<file path="src/hbc_pkg.sv">
package hbc_pkg;

  // Timing
  localparam int unsigned CLK_FREQ_HZ        = 20_000_000;
  localparam int unsigned FIXED_OFF_TIME_US  = 30;
  localparam int unsigned FIXED_OFF_CYCLES   = (FIXED_OFF_TIME_US * (CLK_FREQ_HZ / 1_000_000));
  localparam int unsigned DEAD_FILTER_CYCLES = 2;
  localparam int unsigned INIT_CYCLES        = 4;

  // Widths
  localparam int unsigned SLEW_W    = 3;
  localparam int unsigned KEY_W     = 3;
  localparam int unsigned OFF_CNT_W = 16;

  // Slew level limits: pin variant tops out at six levels
  localparam logic [SLEW_W-1:0] SLEW_PIN_MAX = 3'h5;
  localparam logic [SLEW_W-1:0] SLEW_RST     = 3'h0;

  // Override lock: two step key sequence
  localparam logic [KEY_W-1:0] KEY_UNLOCK_A = 3'h3;
  localparam logic [KEY_W-1:0] KEY_UNLOCK_B = 3'h6;
  localparam logic [KEY_W-1:0] KEY_LOCK     = 3'h5;

  // Combine select reset: OR mode
  localparam logic COMBINE_SEL_RST = 1'b0;

  // Spread spectrum: +/-12 percent, triangle near 417 kHz
  localparam int unsigned SSC_SPREAD_PCT = 12;
  localparam int unsigned SSC_STEP_W     = 5;
  localparam logic [SSC_STEP_W-1:0] SSC_PEAK = 5'h0c;

  typedef enum logic [1:0] {
    HBC_SLEEP,
    HBC_STANDBY,
    HBC_ACTIVE
  } hbc_state_e;

  typedef enum logic [1:0] {
    HBC_LK_LOCKED,
    HBC_LK_HALF,
    HBC_LK_OPEN
  } hbc_lock_e;

endpackage

</file>
<file path="src/hbc_top.sv">
`timescale 1ns/1ns
`default_nettype none

module hbc_top
  import hbc_pkg::*;
#(
  parameter int unsigned OFF_CYCLES = FIXED_OFF_CYCLES
) (
  // Clock and reset
  input  wire logic              clk_i,
  input  wire logic              rstn_i,
  // Variant straps
  input  wire logic              serial_variant_i,
  input  wire logic              ext_logic_supply_i,
  input  wire logic              logic_supply_ok_i,
  input  wire logic              motor_supply_ok_i,
  // Control pins
  input  wire logic              sleep_n_pin_i,
  input  wire logic              sleep_n_pin_driven_i,
  input  wire logic              drive_off_i,
  input  wire logic              drive_off_driven_i,
  input  wire logic              bridge_drive_cmd_i,
  input  wire logic              bridge_drive_cmd_driven_i,
  input  wire logic [SLEW_W-1:0] slew_setting_i,
  // Register copies
  input  wire logic              reg_drive_off_i,
  input  wire logic              reg_bridge_cmd_i,
  input  wire logic              drive_off_combine_sel_i,
  input  wire logic              bridge_cmd_combine_sel_i,
  input  wire logic              override_key_wr_i,
  input  wire logic [KEY_W-1:0]  override_lock_key_i,
  input  wire logic [SLEW_W-1:0] reg_slew_setting_i,
  input  wire logic              spread_spectrum_en_i,
  // Current regulation
  input  wire logic              trip_reg_en_i,
  input  wire logic              trip_cmp_i,
  // Gate feedback: switch fully off / fully on
  input  wire logic              hs_gate_off_i,
  input  wire logic              ls_gate_off_i,
  input  wire logic              hs_fully_on_i,
  // Outputs
  output logic                   hs_gate_en_o,
  output logic                   ls_gate_en_o,
  output logic                   half_bridge_output_oe_o,
  output logic                   half_bridge_output_o,
  output logic                   current_mirror_en_o,
  output logic                   offstate_diag_en_o,
  output logic [1:0]             state_o,
  output logic                   override_unlocked_o,
  output logic                   forced_low_o,
  output logic [SLEW_W-1:0]      slew_level_o,
  output logic signed [SSC_STEP_W-1:0] osc_trim_o
);

  // Pin path: pull defaults applied when undriven, then synchronised
  logic [2:0] pin_raw;
  logic [2:0] pin_sync;
  logic [SLEW_W-1:0] slew_pin_sync;
  always_comb begin
    pin_raw[0] = sleep_n_pin_driven_i ? sleep_n_pin_i : 1'b0;
    pin_raw[1] = drive_off_driven_i ? drive_off_i : 1'b1;
    pin_raw[2] = bridge_drive_cmd_driven_i ? bridge_drive_cmd_i : 1'b0;
  end

  hbc_sync2 #(.W(3)) u_pin_sync (
    .clk_i     (clk_i),
    .rstn_i    (rstn_i),
    .d_i       (pin_raw),
    .rst_val_i (3'b010),
    .q_o       (pin_sync)
  );

  hbc_sync2 #(.W(SLEW_W)) u_slew_sync (
    .clk_i     (clk_i),
    .rstn_i    (rstn_i),
    .d_i       (slew_setting_i),
    .rst_val_i (SLEW_RST),
    .q_o       (slew_pin_sync)
  );

  // Sleep source: external logic supply variant has no sleep pin
  logic awake;
  assign awake = ext_logic_supply_i ? logic_supply_ok_i : pin_sync[0];

  // Override lock sequencer
  hbc_lock_e lock_r;
  hbc_lock_e lock_nxt;
  always_comb begin
    lock_nxt = lock_r;
    if (!awake || !serial_variant_i) begin
      lock_nxt = HBC_LK_LOCKED;
    end else if (override_key_wr_i) begin
      case (lock_r)
        HBC_LK_LOCKED: begin
          lock_nxt = (override_lock_key_i == KEY_UNLOCK_A) ? HBC_LK_HALF : HBC_LK_LOCKED;
        end
        HBC_LK_HALF: begin
          lock_nxt = (override_lock_key_i == KEY_UNLOCK_B) ? HBC_LK_OPEN : HBC_LK_LOCKED;
        end
        HBC_LK_OPEN: begin
          lock_nxt = (override_lock_key_i == KEY_LOCK) ? HBC_LK_LOCKED : HBC_LK_OPEN;
        end
        default: begin
          lock_nxt = HBC_LK_LOCKED;
        end
      endcase
    end
  end
  always_ff @(posedge clk_i) begin
    if (!rstn_i) begin
      lock_r <= HBC_LK_LOCKED;
    end else begin
      lock_r <= lock_nxt;
    end
  end
  logic unlocked;
  assign unlocked = (lock_r == HBC_LK_OPEN);

  // Effective inputs: register copies merged only when unlocked
  logic eff_off;
  logic eff_cmd;
  always_comb begin
    eff_off = pin_sync[1];
    eff_cmd = pin_sync[2];
    if (unlocked) begin
      eff_off = drive_off_combine_sel_i ? (pin_sync[1] & reg_drive_off_i)
                                        : (pin_sync[1] | reg_drive_off_i);
      eff_cmd = bridge_cmd_combine_sel_i ? (pin_sync[2] & reg_bridge_cmd_i)
                                         : (pin_sync[2] | reg_bridge_cmd_i);
    end
  end

  // State decode; motor supply absence just keeps bridge off safely
  hbc_state_e state;
  always_comb begin
    if (!awake) begin
      state = HBC_SLEEP;
    end else if (eff_off || !motor_supply_ok_i) begin
      state = HBC_STANDBY;
    end else begin
      state = HBC_ACTIVE;
    end
  end

  // Trip forced-low timer; input change cancels it
  logic [OFF_CNT_W-1:0] off_cnt_r;
  logic [OFF_CNT_W-1:0] off_cnt_nxt;
  logic                 prev_off_r;
  logic                 prev_cmd_r;
  logic                 in_change;
  assign in_change = (eff_off != prev_off_r) || (eff_cmd != prev_cmd_r);
  always_comb begin
    off_cnt_nxt = off_cnt_r;
    if (in_change || state != HBC_ACTIVE) begin
      off_cnt_nxt = '0;
    end else if (off_cnt_r != '0) begin
      off_cnt_nxt = off_cnt_r - 16'h0001;
    end else if (eff_cmd && trip_reg_en_i && trip_cmp_i && hs_gate_en_o) begin
      off_cnt_nxt = OFF_CNT_W'(OFF_CYCLES);
    end
  end
  always_ff @(posedge clk_i) begin
    if (!rstn_i) begin
      off_cnt_r  <= '0;
      prev_off_r <= 1'b1;
      prev_cmd_r <= 1'b0;
    end else begin
      off_cnt_r  <= off_cnt_nxt;
      prev_off_r <= eff_off;
      prev_cmd_r <= eff_cmd;
    end
  end
  logic forced;
  assign forced = (off_cnt_r != '0);

  // Wanted switch and break-before-make gate control
  logic want_hs;
  logic want_ls;
  logic hs_r;
  logic hs_nxt;
  logic ls_r;
  logic ls_nxt;
  always_comb begin
    want_hs = (state == HBC_ACTIVE) && eff_cmd && !forced;
    want_ls = (state == HBC_ACTIVE) && (!eff_cmd || forced);
    // Turn on only once the other gate reports fully off
    hs_nxt = want_hs && !ls_r && ls_gate_off_i;
    ls_nxt = want_ls && !hs_r && hs_gate_off_i;
  end
  always_ff @(posedge clk_i) begin
    if (!rstn_i) begin
      hs_r <= 1'b0;
      ls_r <= 1'b0;
    end else begin
      hs_r <= hs_nxt;
      ls_r <= ls_nxt;
    end
  end

  // Slew: pin sampled at init, register live on serial variant
  logic [2:0]        init_cnt_r;
  logic [2:0]        init_cnt_nxt;
  logic [SLEW_W-1:0] slew_r;
  logic [SLEW_W-1:0] slew_nxt;
  always_comb begin
    init_cnt_nxt = init_cnt_r;
    slew_nxt     = slew_r;
    if (!awake) begin
      init_cnt_nxt = '0; // wake re-runs init
    end else if (init_cnt_r != 3'(INIT_CYCLES)) begin
      init_cnt_nxt = init_cnt_r + 3'h1;
    end
    if (serial_variant_i) begin
      slew_nxt = reg_slew_setting_i;
    end else if (awake && init_cnt_r == 3'(INIT_CYCLES - 1)) begin
      // Six pin levels; out of range codes clamp
      slew_nxt = (slew_pin_sync > SLEW_PIN_MAX) ? SLEW_PIN_MAX : slew_pin_sync;
    end
  end
  always_ff @(posedge clk_i) begin
    if (!rstn_i) begin
      init_cnt_r <= '0;
      slew_r     <= SLEW_RST;
    end else begin
      init_cnt_r <= init_cnt_nxt;
      slew_r     <= slew_nxt;
    end
  end

  hbc_ssc u_ssc (
    .clk_i    (clk_i),
    .rstn_i   (rstn_i),
    .enable_i (serial_variant_i && spread_spectrum_en_i),
    .trim_o   (osc_trim_o)
  );

  // Outputs
  assign hs_gate_en_o            = hs_r;
  assign ls_gate_en_o            = ls_r;
  assign half_bridge_output_oe_o = hs_r || ls_r;
  assign half_bridge_output_o    = hs_r;
  assign current_mirror_en_o     = hs_r && hs_fully_on_i && (state == HBC_ACTIVE);
  assign offstate_diag_en_o      = (state == HBC_STANDBY) && eff_cmd;
  assign state_o                 = state;
  assign override_unlocked_o     = unlocked;
  assign forced_low_o            = forced;
  assign slew_level_o            = slew_r;

  // Checks
  AST_NO_SHOOT: assert property (@(posedge clk_i) disable iff (!rstn_i)
    !(hs_gate_en_o && ls_gate_en_o)) else $error("both switches on");
  AST_SLEEP_HIZ: assert property (@(posedge clk_i) disable iff (!rstn_i)
    !awake |=> !awake |-> !half_bridge_output_oe_o) else $error("driven in sleep");
  AST_MIRROR: assert property (@(posedge clk_i) disable iff (!rstn_i)
    current_mirror_en_o |-> (state == HBC_ACTIVE) && hs_gate_en_o) else $error("bad sense");
  AST_TRIP_LOAD: assert property (@(posedge clk_i) disable iff (!rstn_i)
    (off_cnt_r == '0 && off_cnt_nxt != '0) |=> off_cnt_r == OFF_CNT_W'(OFF_CYCLES))
    else $error("trip interval wrong");
  AST_TRIP_CANCEL: assert property (@(posedge clk_i) disable iff (!rstn_i)
    in_change |=> !forced_low_o) else $error("change did not end trip");
  AST_LOCKED: assert property (@(posedge clk_i) disable iff (!rstn_i)
    !unlocked |-> eff_off == pin_sync[1] && eff_cmd == pin_sync[2])
    else $error("register copy used while locked");
  AST_OR: assert property (@(posedge clk_i) disable iff (!rstn_i)
    unlocked && !drive_off_combine_sel_i && reg_drive_off_i |-> state != HBC_ACTIVE)
    else $error("or combine failed");
  AST_AND: assert property (@(posedge clk_i) disable iff (!rstn_i)
    unlocked && bridge_cmd_combine_sel_i && !reg_bridge_cmd_i |=> !hs_gate_en_o)
    else $error("and combine failed");
  AST_ACTIVE_HIGH: assert property (@(posedge clk_i) disable iff (!rstn_i)
    hs_gate_en_o |-> $past(eff_cmd) && $past(state == HBC_ACTIVE))
    else $error("high without command");
  AST_SLEW_SERIAL: assert property (@(posedge clk_i) disable iff (!rstn_i)
    serial_variant_i |=> slew_level_o == $past(reg_slew_setting_i))
    else $error("slew not immediate");

endmodule

`default_nettype wire

</file>
<file path="src/hbc_sync2.sv">
`timescale 1ns/1ns
`default_nettype none

module hbc_sync2
  import hbc_pkg::*;
#(
  parameter int unsigned W = 1
) (
  // Clock and reset
  input  wire logic         clk_i,
  input  wire logic         rstn_i,
  // Data
  input  wire logic [W-1:0] d_i,
  input  wire logic [W-1:0] rst_val_i,
  output logic      [W-1:0] q_o
);

  logic [W-1:0] meta_r;
  logic [W-1:0] meta_nxt;
  logic [W-1:0] q_r;
  logic [W-1:0] q_nxt;

  // Flops reset to zero; the pull value is supplied on the output instead
  always_comb begin
    meta_nxt = d_i;
    q_nxt    = meta_r;
  end

  always_ff @(posedge clk_i) begin
    if (!rstn_i) begin
      meta_r <= '0;
      q_r    <= '0;
    end else begin
      meta_r <= meta_nxt;
      q_r    <= q_nxt;
    end
  end

  // Reset value applied on output so flops hold constants only
  logic seen_r;
  logic seen_nxt;
  always_comb begin
    seen_nxt = 1'b1;
  end
  always_ff @(posedge clk_i) begin
    if (!rstn_i) begin
      seen_r <= 1'b0;
    end else begin
      seen_r <= seen_nxt;
    end
  end
  logic seen2_r;
  always_ff @(posedge clk_i) begin
    if (!rstn_i) begin
      seen2_r <= 1'b0;
    end else begin
      seen2_r <= seen_r;
    end
  end

  assign q_o = seen2_r ? q_r : rst_val_i;

endmodule

`default_nettype wire

</file>
<file path="src/hbc_ssc.sv">
`timescale 1ns/1ns
`default_nettype none

module hbc_ssc
  import hbc_pkg::*;
(
  // Clock and reset
  input  wire logic                  clk_i,
  input  wire logic                  rstn_i,
  // Control
  input  wire logic                  enable_i,
  // Signed trim step, percent of mean frequency
  output logic signed [SSC_STEP_W-1:0] trim_o
);

  logic signed [SSC_STEP_W-1:0] trim_r;
  logic signed [SSC_STEP_W-1:0] trim_nxt;
  logic                         up_r;
  logic                         up_nxt;

  // Triangle sweep between -peak and +peak; one step per clock
  always_comb begin
    trim_nxt = trim_r;
    up_nxt   = up_r;
    if (!enable_i) begin
      trim_nxt = '0;
      up_nxt   = 1'b1;
    end else if (up_r) begin
      if (trim_r >= $signed(SSC_PEAK)) begin
        up_nxt   = 1'b0;
        trim_nxt = trim_r - 5'sh01;
      end else begin
        trim_nxt = trim_r + 5'sh01;
      end
    end else begin
      if (trim_r <= -$signed(SSC_PEAK)) begin
        up_nxt   = 1'b1;
        trim_nxt = trim_r + 5'sh01;
      end else begin
        trim_nxt = trim_r - 5'sh01;
      end
    end
  end

  always_ff @(posedge clk_i) begin
    if (!rstn_i) begin
      trim_r <= '0;
      up_r   <= 1'b1;
    end else begin
      trim_r <= trim_nxt;
      up_r   <= up_nxt;
    end
  end

  assign trim_o = trim_r;

endmodule

`default_nettype wire

</file>
<file path="config.mk">
export PLATFORM = sky130hd
export DESIGN_NAME = hbc_top
export DESIGN_NICKNAME = d
export VERILOG_FILES = /design/src/hbc_pkg.sv /design/src/hbc_top.sv /design/src/hbc_sync2.sv /design/src/hbc_ssc.sv
export SDC_FILE = /design/constraint.sdc
export NUM_CORES = 1
export LEC_CHECK = 0
export ABC_AREA = 1
export BUFFER_PORTS_ARGS = -buffer_cell sky130_fd_sc_hd__buf_2
export CAP_MARGIN = 5
export CORE_AREA = 4 4 75 77
export CTS_CLUSTER_DIAMETER = 150
export CTS_CLUSTER_SIZE = 40
export DETAILED_ROUTE_END_ITERATION = 8
export DIE_AREA = 0 0 79 81
export PLACE_DENSITY = 0.77
export SETUP_SLACK_MARGIN = 0.3
export SYNTH_ARGS = -nofsm -noshare
export SYNTH_HDL_FRONTEND = slang
export SYNTH_HIERARCHICAL = 1
export SYNTH_SLANG_ARGS = --single-unit
</file>
<file path="constraint.sdc">
create_clock -name clk_i -period 1.6 [get_ports clk_i]
set_clock_uncertainty 0.05 [all_clocks]
set_input_delay 0 -clock clk_i [delete_from_list [all_inputs] [get_ports clk_i]]
set_output_delay 0 -clock clk_i [all_outputs]
set_load 0.02 [all_outputs]
</file>
==> out/results.txt <==
Outcome: finished, violations left
Failing checks: negative setup slack
First-pass GRT wire length: 10.96 mm
CP Buf/Inv Count: 3
Fin. Hold Viols: 0
Gr usage total: 21.04%
Initial Util: 53.15%
Via count: 2825
Fin cells: 573
Pins Over Slew Limit: 0
Port bufs: 49
Leading cell types in the layout, fill and taps excluded: 99 x nand2_1, 71 x inv_1, 44 x buf_2
WL final: 7.107 mm
CP delay by family, top: simple AND/OR/NAND/NOR gates
CTS tree: yes
Iter 0 DRT Violations: 129
Die area: 0.006399 mm2
Largest net degree at the start of global routing: 22
CP max stage cell: dfxtp_2
Worst Setup EP: offstate_diag_en_o
R2R depth: 11
Hold Path Depth: 5
Final setup viols: 2
Routability Congestion: 0.8652
CTS Buffer Depth: 2
Post-synth cell types: 31
Peak supply drop: 0.0004760 V
Area grow syn2layout: 42.86%
F_max: 0.6040 GHz
Syn Area/Cell: 6.590 um2
Post-DP HPWL: 4.441 mm
Unrepaired setup endpoints after global routing: true
Layout cells sized above 1: 32.60%
Vias in the first global route: 2613
Initial antenna violation count: 0
Diode count: 0
Cells along the critical path: nand2_1 > nand2_1 > inv_1 > nand2_1 > nand3b_1 > nand2_1 > inv_1 > nor2_1 > buf_4
# clock sinks: 50
Worst skew pair latency: 300 ps
CTS root buf: clkbuf_8
Flip-flop and latch count after synthesis: 50
Crit Path Class: register to output pin
Synthesized instance count: 404
CP endpoint kind: output pin
Worst path max stage delay: 380 ps
Min Tclk post-route: 1656 ps
Post-synth EDFFs: 0
Dpl ws: 22.97 ps
H-tree Lvls: 2
Ports: 50
DRT antenna net count: 0
Row cnt: 26
Sequential area share after synthesis: 37.59%
Yosys warnings: 6
Fin crit share: 103.5%
Wire per inst: 12.40 um
Leakage power: 1.975 nW
Die span in x: 79 um
Mapped Area: 0.002663 mm2
Critical R2R Capture: off_cnt_r[9]$_SDFFE_PP0P_
Crit path launch type: register
Vias per inst: 4.930
CTS clk-pin slew, worst paths: 100 ps
Reg-to-reg slack, setup: 0 ps
Post-Place Cells: 530
Most common cell after layout, fill and taps aside: nand2_1
Max-cap violation count: 0
Grt ovf: 0
Setup slack after layout: -55.70 ps
Layout Nets: 541
Most used cell, CP: nand2_1
Ys flop type: dfxtp_1
Num CTS Buffers: 5
Vert. Die Dim: 81 um
Levels on crit path: 9
DRT Pass-1 Iters: 6
Crit path from: u_pin_sync/seen2_r$_SDFF_PN0_
Fraction of registers with async set/reset: 0%
Hold Path Class: primary input to register
Critical R2R Launch: lock_r[0]$_SDFFE_PP0P_
# fillers: 373
Remaining DRCs: 0
Core area: 0.005010 mm2
Power Density: 674.3 mW/mm2
Max Fanout on Critical Path: 4
CP required: 1550 ps
WP data arrival: 1610 ps
-- cells in the mapped netlist, types with 4 or more instances --
cell | instances | share of area (%)
nand2_1 | 108 | 15
inv_1 | 78 | 11
dfxtp_1 | 50 | 38
nor2_1 | 47 | 6.6
nand3_1 | 37 | 7.0
a21oi_1 | 12 | 2.3
o21ai_0 | 10 | 1.9
nor2_2 | 8 | 1.9
ha_1 | 7 | 3.3
xor2_1 | 6 | 2.0
nor2_4 | 5 | 2.1
nand4_1 | 4 | 0.94
-- area by class of cell --
class	instances	area, um2	area share (%)
sequential	50	1018	26.78
clock buffer	5	68.82	1.809
clock inverter	3	47.55	1.250
multi-input combinational	273	1593	41.88
tap	70	87.58	2.303
inverter	82	312.8	8.224
timing repair buffer	90	675.6	17.76
-- routing by layer --
layer | up-vias | part of all wire (%) | GRT usage (%) | routed length (um)
li1 | 1419 | - | - | -
met2 | 92 | 55 | 40.91 | 3882
met4 | 0 | 1.3 | 6.357 | 89
met1 | 1302 | 40 | 23.24 | 2848
met3 | 12 | 4.0 | 3.548 | 287
met5 | - | 0 | 0 | 0
-- registers in the layout, indices dropped and copies added, names as in the netlist, 2 cells and up --
signal	cells
u_slew_sync/meta_r	3
u_pin_sync/q_r	3
u_slew_sync/q_r	3
u_ssc/trim_o	5
init_cnt_r	3
slew_level_o	3
lock_r	2
u_pin_sync/meta_r	3
off_cnt_r	16
-- per-stage QoR --
| step | util [%] | hold slack (ps) | area, um2 | total power, mW | setup TNS, ps |
|---|---|---|---|---|---|
| final | 75.92 | 14.79 | 3804 | 2.565 | -101.4 |
| after global routing | 75.92 | 28.54 | 3804 | 2.679 | -1619 |
| after CTS | 72.48 | 13.16 | 3631 | 2.546 | 0 |
| after detailed placement | 61.36 | 134.3 | 3074 | 1.554 | 0 |
| after global placement | 61.36 | 128.1 | 3074 | 1.546 | 0 |
| after floorplan | - | -22.28 | 2730 | 1.462 | 0 |
-- cells by family (layout without fill, tap and decap cells) --
family	after synthesis	in the layout	share of synthesized area, %
other	2	6	0.2821
AND/OR/NAND/NOR	223	224	37.45
flip-flops	50	50	37.59
XOR/XNOR	7	7	2.303
adder cells (fa/ha/maj)	7	7	3.289
buffers and inverters	86	180	12.88
AO/OA/AOI/OAI	29	29	6.204
-- worst register-to-register path: stages, from the launching register on --
cell and delay [ps]:
dfxtp_2 360, inv_1 110, nand3_1 90, nand2_1 150, nand2_2 100, buf_4 150, nand2_4 50, nand2_2 50
nor2_4 100, buf_6 140, nand2_8 90, nor2_1 100
-- worst min path at each step --
| stage | slack, ps | startpoint | endpoint |
|---|---|---|---|
| finish | 10 | reg_slew_setting_i[0] | slew_level_o[0]$_SDFFE_PN0P_ |
| global route | 30 | rstn_i | u_slew_sync/seen_r$_DFF_P_ |
| CTS | 10 | rstn_i | u_slew_sync/seen_r$_DFF_P_ |
| detailed placement | 130 | slew_setting_i[0] | u_slew_sync/meta_r[0]$_SDFF_PN0_ |
| global placement | 130 | slew_setting_i[0] | u_slew_sync/meta_r[0]$_SDFF_PN0_ |
| floorplan | -20 | rstn_i | u_pin_sync/seen_r$_DFF_P_ |
-- report_power, final --
part,switching [mW],leakage [nW],internal (mW)
clock,0.445,0.0587,0.474
sequential,0.0169,0.413,1.27
combinational,0.193,1.50,0.160
-- what timing repair did --
action | 4_1_cts | 5_1_grt
hold buffers | 19 | 0
endpoints found under the hold margin | 13 | 0
endpoints found under the setup margin | 29 | 30
resized for setup | 39 | 47
setup buffers | 10 | 4
cloned | 2 | 0
pin swaps | 12 | 14
No activity file was read; power rests on OpenSTA's default activity.
